## src/tmr_mode_cfg.svh

```systemverilog
// Constants for the mode-controlled period timer: mode codes and timing counts.
// Assumes inclusion by the timer module only.
`ifndef TMR_MODE_CFG_SVH
`define TMR_MODE_CFG_SVH
// Mode class field values (upper two mode bits)
`define MODE_CLASS_FREE 2'h0
`define MODE_CLASS_ONESHOT 2'h1
`define MODE_CLASS_MONO 2'h2
// Mode field values
`define MODE_SW_GATE 5'h00
`define MODE_HW_GATE_HI 5'h01
`define MODE_HW_GATE_LO 5'h02
`define MODE_RST_ANY 5'h03
`define MODE_RST_RISE 5'h04
`define MODE_RST_FALL 5'h05
`define MODE_RST_LOW 5'h06
`define MODE_RST_HIGH 5'h07
`define MODE_OS_SW 5'h08
`define MODE_OS_RISE 5'h09
`define MODE_OS_FALL 5'h0A
`define MODE_OS_ANY 5'h0B
`define MODE_OS_RISE_RR 5'h0C
`define MODE_OS_FALL_RF 5'h0D
`define MODE_OS_RISE_RL 5'h0E
`define MODE_OS_FALL_RH 5'h0F
`define MODE_MONO_RISE 5'h11
`define MODE_MONO_FALL 5'h12
`define MODE_MONO_ANY 5'h13
`define MODE_LOS_HIGH 5'h16
`define MODE_LOS_LOW 5'h17
// Reset values
`define COUNT_RST 8'h00
// Trigger source timing, in timer clock periods
`define EDGE_SPACING_CLKS 6
`define LEVEL_HOLD_CLKS 3
`endif

```

## src/tmr_mode_pkg.sv

```systemverilog
// Types for the mode-controlled period timer.
// Assumes tmr_mode_cfg.svh is on the include path.
package tmr_mode_pkg;
   // Timer controls from the software side
   typedef struct packed {
      logic [4:0] mode;
      logic enable;
      logic enable_set;
      logic [7:0] period_value;
   } tmr_ctrl_t;
   // Timer status back to the software side
   typedef struct packed {
      logic [7:0] count_value;
      logic running;
      logic enable_clear;
      logic period_match;
   } tmr_stat_t;
   typedef enum logic [1:0] {ST_IDLE, ST_ARMED, ST_RUN} tmr_state_t;
endpackage

```

## src/tmr_mode_ctrl.sv

```systemverilog
// Mode control and 8-bit counter of a period timer with external reset/trigger.
// Assumes the clock is the prescaled timer clock and the trigger is asynchronous.
`timescale 1ns/1ps
`include "tmr_mode_cfg.svh"

////////////////////////////////////////////////////////////////////////////////
// Overview of operation
// - Counter increments each clock; returns to zero clock after matching period.
// - In debug mode the external level is frozen: no edges arrive, the held level still acts.
// - Mode 00000 counts while enabled, pauses when not, no external reset.
// - Mode 00001 counts while enabled and external signal high.
// - Modes 00011-00101 free-run, reset on any, rising, falling edge.
// - Modes 00110/00111 hold reset while signal low/high, then resume.
// - Mode 01000 starts on enable alone and runs one period.
// - Modes 01001-01011 start on enable plus rising, falling, any edge.
// - Modes 01100-01111 start on edge, reset on like edge or level.
// - Edge-started modes need a new edge after re-enabling.
// - One-shot modes clear enable and stop at zero after period match.
// - Monostable modes 10001-10011 start on rising, falling, any edge.
// - Monostable modes 10001-10011 stop at zero after period match, enable stays set.
// - Modes 10110/10111 start on high/low level, reset on opposite level.
module tmr_mode_ctrl
   import tmr_mode_pkg::*;
(
   // Clock and reset
   input wire logic sys_clk_i,
   input wire logic rst_i,
   // Software controls and debug
   input wire tmr_ctrl_t ctrl_i,
   input wire logic debug_i,
   // External trigger/reset
   input wire logic ext_trigger_reset_in_i,
   // Status
   output tmr_stat_t stat_o
);

   logic sync1_q;
   logic sync2_q;
   logic ers_prev_q;
   logic [7:0] count_q;
   logic [7:0] count_d;
   tmr_state_t state_q;
   tmr_state_t state_d;
   logic en_clr_q;
   logic en_clr_d;
   logic match_q;
   logic ers;
   logic rise;
   logic fall;
   logic [1:0] mode_class_bits;
   logic edge_start;
   logic ext_rst;
   logic level_start;
   logic enabled;
   logic level_oneshot;

   // Edge-start selection from the two low mode bits
   function automatic logic edge_sel(input logic [2:0] m, input logic r, input logic f);
      logic s;
      s = 1'b0;
      unique case (m[1:0])
         2'h1: s = r;
         2'h2: s = f;
         2'h3: s = r | f;
         default: s = 1'b0;
      endcase
      return s;
   endfunction

   // Modes that start on the enable bit alone, with no external trigger
   function automatic logic sw_start(input logic [4:0] m);
      return (m[4:3] == `MODE_CLASS_FREE) || (m == `MODE_OS_SW);
   endfunction

   ////////////////////////////////////////////////////////////////////////////
   // Two-flop synchroniser of the external signal, then an edge history flop
   always_ff @(posedge sys_clk_i) begin
      if (rst_i) begin
         sync1_q <= 1'b0;
         sync2_q <= 1'b0;
         ers_prev_q <= 1'b0;
      end else begin
         sync1_q <= ext_trigger_reset_in_i;
         sync2_q <= sync1_q;
         ers_prev_q <= debug_i ? ers_prev_q : sync2_q;
      end
   end

   // Debug freezes the seen level so no edges or level changes arrive
   assign ers = debug_i ? ers_prev_q : sync2_q;
   assign rise = ers & ~ers_prev_q & ~debug_i;
   assign fall = ~ers & ers_prev_q & ~debug_i;
   assign mode_class_bits = ctrl_i.mode[4:3];
   // Level-started one-shot modes of the monostable class
   assign level_oneshot = (mode_class_bits == `MODE_CLASS_MONO) && (ctrl_i.mode[2:1] == 2'h3);
   // Enable bit as seen by the timer, cleared by a pending one-shot finish
   assign enabled = ctrl_i.enable & ~en_clr_q;

   ////////////////////////////////////////////////////////////////////////////
   // Start, reset and level decoding per mode
   always_comb begin
      edge_start = 1'b0;
      ext_rst = 1'b0;
      level_start = 1'b0;
      unique case (ctrl_i.mode)
         `MODE_RST_ANY: ext_rst = rise | fall;
         `MODE_RST_RISE: ext_rst = rise;
         `MODE_RST_FALL: ext_rst = fall;
         `MODE_RST_LOW: ext_rst = ~ers;
         `MODE_RST_HIGH: ext_rst = ers;
         `MODE_OS_RISE, `MODE_OS_FALL, `MODE_OS_ANY,
         `MODE_MONO_RISE, `MODE_MONO_FALL, `MODE_MONO_ANY:
            edge_start = edge_sel(ctrl_i.mode[2:0], rise, fall);
         `MODE_OS_RISE_RR, `MODE_OS_RISE_RL: begin
            edge_start = rise;
            ext_rst = ctrl_i.mode[1] ? ~ers : rise;
         end
         `MODE_OS_FALL_RF, `MODE_OS_FALL_RH: begin
            edge_start = fall;
            ext_rst = ctrl_i.mode[1] ? ers : fall;
         end
         `MODE_LOS_HIGH: begin
            level_start = ers;
            ext_rst = ~ers;
         end
         `MODE_LOS_LOW: begin
            level_start = ~ers;
            ext_rst = ers;
         end
         default: ;
      endcase
   end

   ////////////////////////////////////////////////////////////////////////////
   // Run state: idle (disabled), armed (waiting trigger), run
   always_comb begin
      state_d = state_q;
      if (!enabled) begin
         state_d = ST_IDLE;
      end else begin
         unique case (state_q)
            ST_IDLE: begin
               if (sw_start(ctrl_i.mode)) begin
                  state_d = ST_RUN;
               end else begin
                  state_d = ST_ARMED;
               end
            end
            ST_ARMED: begin
               // A mode switched while armed must not leave the timer stuck
               if (edge_start || level_start || sw_start(ctrl_i.mode)) begin
                  state_d = ST_RUN;
               end
            end
            ST_RUN: begin
               if (match_q && mode_class_bits == `MODE_CLASS_MONO && !level_oneshot) begin
                  state_d = ST_ARMED;
               end else if (match_q && mode_class_bits != `MODE_CLASS_FREE) begin
                  state_d = ST_IDLE;
               end
            end
            default: state_d = ST_IDLE;
         endcase
      end
   end

   always_ff @(posedge sys_clk_i) begin
      if (rst_i) begin
         state_q <= ST_IDLE;
      end else begin
         state_q <= state_d;
      end
   end

   ////////////////////////////////////////////////////////////////////////////
   // Counter with period match and external reset
   always_comb begin
      count_d = count_q;
      if (state_q == ST_RUN && enabled) begin
         if (ext_rst) begin
            count_d = `COUNT_RST;
         end else if (ctrl_i.mode == `MODE_HW_GATE_HI && !ers) begin
            count_d = count_q;
         end else if (ctrl_i.mode == `MODE_HW_GATE_LO && ers) begin
            count_d = count_q;
         end else if (match_q) begin
            // Wrap waits for an open gate, as a closed gate holds the timer clock
            count_d = `COUNT_RST;
         end else begin
            count_d = count_q + 8'h01;
         end
      end else if (state_q == ST_ARMED && ext_rst && mode_class_bits != `MODE_CLASS_MONO) begin
         count_d = `COUNT_RST;
      end
   end

   always_ff @(posedge sys_clk_i) begin
      if (rst_i) begin
         count_q <= `COUNT_RST;
         match_q <= 1'b0;
      end else begin
         count_q <= count_d;
         match_q <= (count_d == ctrl_i.period_value) && (state_d == ST_RUN);
      end
   end

   ////////////////////////////////////////////////////////////////////////////
   // One-shot completion clears the enable and wins over software setting it in the same cycle
   assign en_clr_d = state_q == ST_RUN && enabled && match_q
                     && (mode_class_bits == `MODE_CLASS_ONESHOT || level_oneshot);

   always_ff @(posedge sys_clk_i) begin
      if (rst_i) begin
         en_clr_q <= 1'b0;
      end else if (en_clr_d) begin
         en_clr_q <= 1'b1;
      end else if (ctrl_i.enable_set || !ctrl_i.enable) begin
         en_clr_q <= 1'b0;
      end
   end

   // Status outputs from flops; enable_clear asks software to drop the bit
   assign stat_o.count_value = count_q;
   assign stat_o.running = (state_q == ST_RUN);
   assign stat_o.enable_clear = en_clr_q;
   assign stat_o.period_match = match_q;

endmodule

```

## config.mk

```make
export PLATFORM = sky130hd
export DESIGN_NAME = tmr_mode_ctrl
export DESIGN_NICKNAME = d
export VERILOG_FILES = /design/src/tmr_mode_pkg.sv /design/src/tmr_mode_ctrl.sv
export VERILOG_INCLUDE_DIRS = /design/src
export SDC_FILE = /design/constraint.sdc
export NUM_CORES = 1
export LEC_CHECK = 0
export BUFFER_PORTS_ARGS = -buffer_cell sky130_fd_sc_hd__buf_4
export CAP_MARGIN = 20
export CORE_MARGIN = 2
export CORE_UTILIZATION = 50
export DETAILED_ROUTE_END_ITERATION = 7
export PLACE_DENSITY = 0.75
export SLEW_MARGIN = 30
export SYNTH_ARGS = -nofsm -noshare
export SYNTH_HDL_FRONTEND = slang
export SYNTH_SLANG_ARGS = --single-unit
```

## constraint.sdc

```tcl
create_clock -name sys_clk_i -period 2.9 [get_ports sys_clk_i]
set_input_delay 0.145 -clock sys_clk_i [delete_from_list [all_inputs] [get_ports sys_clk_i]]
set_output_delay 0.145 -clock sys_clk_i [all_outputs]
set_load 0.02 [all_outputs]
```

==> results summary <==
Setup repair after global routing left no endpoint under its margin. CTS built an H-tree with a depth of 1. In the global route stage, overall resource usage came out at 0.206. The count of nets after finishing is 207. The layout overhead on the synthesized area is 16.6%.

The later pin in the worst-skew pair is clocked with a latency of 300 ps. The effective utilization at floorplan is 0.530. The tool flagged a number of max-cap violations equal to 0. The number of distinct library cell variants in the gate-level netlist after synthesis is 51. The largest area contributor in the synthesized netlist is sky130_fd_sc_hd__dfxtp_1. In the routed layout, each cell is associated on average with a via count of 6.20.

The number of stages on the worst setup path is 8. The number of synthesis warnings came out at 0. The final hold violation count was 0. The sequential element share of the synthesized area is 0.229.

The count of standard-cell rows came out at 18. The worst stage delay on the critical path came out at 400 ps. The total via count in the routed design came out at 1340. The initial DRC count is 63.

The total wire length came out at 3160 um. The via count of the first global-routing pass was 1165. The buffer depth of the longest clock path came out at 2. The total of cells resized after clock tree synthesis came out at 0.

The max-slew violation count is 0. The share of the synthesized area in the top cell type came out at 0.229. On the critical path the largest part of the delay comes from multiplexers. The worst slew margin relative to its limit is 0.650. The slack of the worst reg-to-reg path is 280 ps. The total area inside the core boundary comes to 0.00248 mm^2. The total clock sinks is 15. The number of buffers and inverters on the critical path came out at 0. The average wire length per cell after detail routing came out at 14.6 um.

The endpoint required time on the critical path came out at 3100 ps. The worst hold slack across all endpoints is 71.2 ps. In the synthesized netlist, the number of instances is 162. The fraction of the cycle the final worst path needs came out at 0.903. After routing, the total negative slack on setup checks comes to 0 ps.

Averaged over all synthesized cells, the footprint is 8.11 um^2. In the routed design, unresolved DRC markers number 0. Of all nets on the critical path, the largest fanout is 8. The dominant cell by count in the synthesized netlist is sky130_fd_sc_hd__nor2_1.

Measured in cells, the most critical reg-to-reg path has a length of 8. The clock network power share is 0.293. The global-route wire length before repair is 5190 um. The die width came out at 55.3 um.

Data on the critical path arrives at its endpoint at 2820 ps. Clock tree synthesis inserted a total of 3 buffers. The critical path starts at ers_prev_q. Traced cell by cell, the critical path runs through mux2i_2 > mux2_4 > a2111oi_4 > nor2_4 > a32oi_1 > xor2_1 > nand4_1 > nor4_2.

The worst hold path stage count is 2. The actual slew at the worst max-slew pin came out at 524 ps. The fill cell total of the finished layout is 225. The clock-pin slew on the worst setup and hold paths came out at 100 ps.

Of the total power, registers draw 0.503. The switching power as a share of total power came out at 0.285. The number of iterations in the first detailed-routing pass came out at 4.

The run finished with clean final reports. Sorting the synthesized cells by how often they occur yields sky130_fd_sc_hd__nor2_1 (19), sky130_fd_sc_hd__dfxtp_1 (15), sky130_fd_sc_hd__nand2_1 (10). The worst register-to-register path begins at ers_prev_q. The routability-driven placement congestion ratio is 0.894. The total of buffers placed on input and output ports is 29. The cell at the root of the clock tree is sky130_fd_sc_hd__clkbuf_4. The end of the worst register-to-register path is match_q. The number of hold buffers added after cts is 0. The most critical setup path has its endpoint at match_q. In this run the remaining antenna-violating nets after routing total 0. The floorplan die area is 0.00305 mm^2.

After layout, the minimum clock period comes to 2620 ps. The achievable clock frequency is 0.382 GHz. The fraction of registers with async set/reset came out at 0. The internal power of the cells totals 0.304 mW. The number of register bits inferred by synthesis is 15.

The count of flip-flops with a built-in enable after synthesis is 0. In the synthesized netlist the dominant register cell turns out to be sky130_fd_sc_hd__dfxtp_1. The aggregate global routing overflow is 0. By area the synthesized netlist is led by sky130_fd_sc_hd__dfxtp_1 (23%), sky130_fd_sc_hd__xor2_1 (6.0%), sky130_fd_sc_hd__nor2_1 (5.4%). The fraction of layout instances using a drive strength above 1 is 0.258. The CTS tree is yes. The top-level I/O count came out at 30. The post-synth net total is 182. The largest clock skew in the final design came out at 10.6 ps.

The worst supply voltage drop on vdd is 317 uV. Power spread over the standard cell area amounts to 278 mW/mm^2. The number of setup buffers added after CTS is 0.

The post-synth design cell area came out at 0.00131 mm^2. The pin count of the biggest net entering global routing came out at 18. By startpoint and endpoint, the worst setup path is classified as flip-flop to flip-flop. The initial antenna violation count is 0. The slowest stage of the critical path is the sky130_fd_sc_hd__dfxtp_1 cell.

The number of antenna diodes came out at 0. The floorplan die height came out at 55.3 um. STA classifies the critical path endpoint as a flip-flop. The kind of start point of the critical path is a flip-flop.

For this design the total switching power over the nets is 0.121 mW. Setup violations remaining at the end of the flow were counted as 0. The min-delay analysis places its worst path in the category input port to flip-flop. The combinational share of power came out at 0.204. The static leakage power came out at 0.594 nW. Detailed placement finished with a half-perimeter wire length of 2410 um.
final cells by class:
class / count / area, um^2 / area share
tap: 30 / 37.5 / 0.0245
timing repair buffer: 31 / 233 / 0.152
clock buffer: 4 / 26.3 / 0.0172
multi-input combinational: 131 / 916 / 0.598
sequential: 15 / 300 / 0.196
inverter: 5 / 18.8 / 0.0123
stage by stage:
stage | utilization | setup WS [ps] | instance area (um^2) | std cells | total power, mW
after floorplan | - | 647 | 1310 | 162 | 0.272
final | 0.618 | 281 | 1530 | 216 | 0.425
after global routing | 0.618 | 62.8 | 1530 | 216 | 0.443
after global placement | 0.604 | 436 | 1500 | 212 | 0.301
after detailed placement | 0.604 | 337 | 1500 | 212 | 0.303
after CTS | 0.615 | 284 | 1520 | 216 | 0.425
power by group through the flow:
stage	clock network (mW)	registers, mW	logic (mW)
after floorplan	0	0.217	0.0546
after global placement	0	0.219	0.0822
after detailed placement	0	0.219	0.0845
after CTS	0.126	0.214	0.0848
after global routing	0.134	0.215	0.0944
final	0.125	0.214	0.0866
cell usage in the layout (no fill, tap or decap), types with 4 or more instances in the layout:
cell type	n
sky130_fd_sc_hd__a21oi_1	9
sky130_fd_sc_hd__nand3_1	5
sky130_fd_sc_hd__nand4_1	4
sky130_fd_sc_hd__inv_1	5
sky130_fd_sc_hd__nand3b_1	4
sky130_fd_sc_hd__nor3b_1	6
sky130_fd_sc_hd__o21ai_0	4
sky130_fd_sc_hd__nor2b_1	5
sky130_fd_sc_hd__nor2_1	19
sky130_fd_sc_hd__nand2_1	10
sky130_fd_sc_hd__dfxtp_1	15
sky130_fd_sc_hd__a211o_1	4
sky130_fd_sc_hd__buf_4	31
sky130_fd_sc_hd__a32oi_1	7
sky130_fd_sc_hd__xor2_1	9
registers in the layout (all words and copies together) (netlist names):
register	count
count_q	8
sync1_q	1
match_q	1
en_clr_q	1
sync2_q	1
ers_prev_q	1
state_q	2
cells by family after synthesis:
| family | share of synthesized area |
|---|---|
| AO/OA/AOI/OAI | 0.241 |
| XOR/XNOR | 0.0733 |
| adder cells (fa/ha/maj) | 0.00952 |
| buffers and inverters | 0.0809 |
| flip-flops | 0.229 |
| multiplexers | 0.0324 |
| AND/OR/NAND/NOR | 0.334 |
routing by layer:
metal / part of all wire / global-route usage / up-vias
li1: - / - / 647
met1: 0.44 / 0.276 / 612
met2: 0.47 / 0.332 / 69
met3: 0.066 / 0.0211 / 12
met4: 0.023 / 0.0976 / 0
met5: 0 / 0 / -
how the worst min path moves through the flow:
stage	start	end	slack (ps)
final	ext_trigger_reset_in_i	sync1_q	70
after global routing	ext_trigger_reset_in_i	sync1_q	80
after CTS	ext_trigger_reset_in_i	sync1_q	70
after detailed placement	ext_trigger_reset_in_i	sync1_q	370
after global placement	ext_trigger_reset_in_i	sync1_q	350
after floorplan	rst_i	sync1_q	220
(Power assumes the default switching activity.)
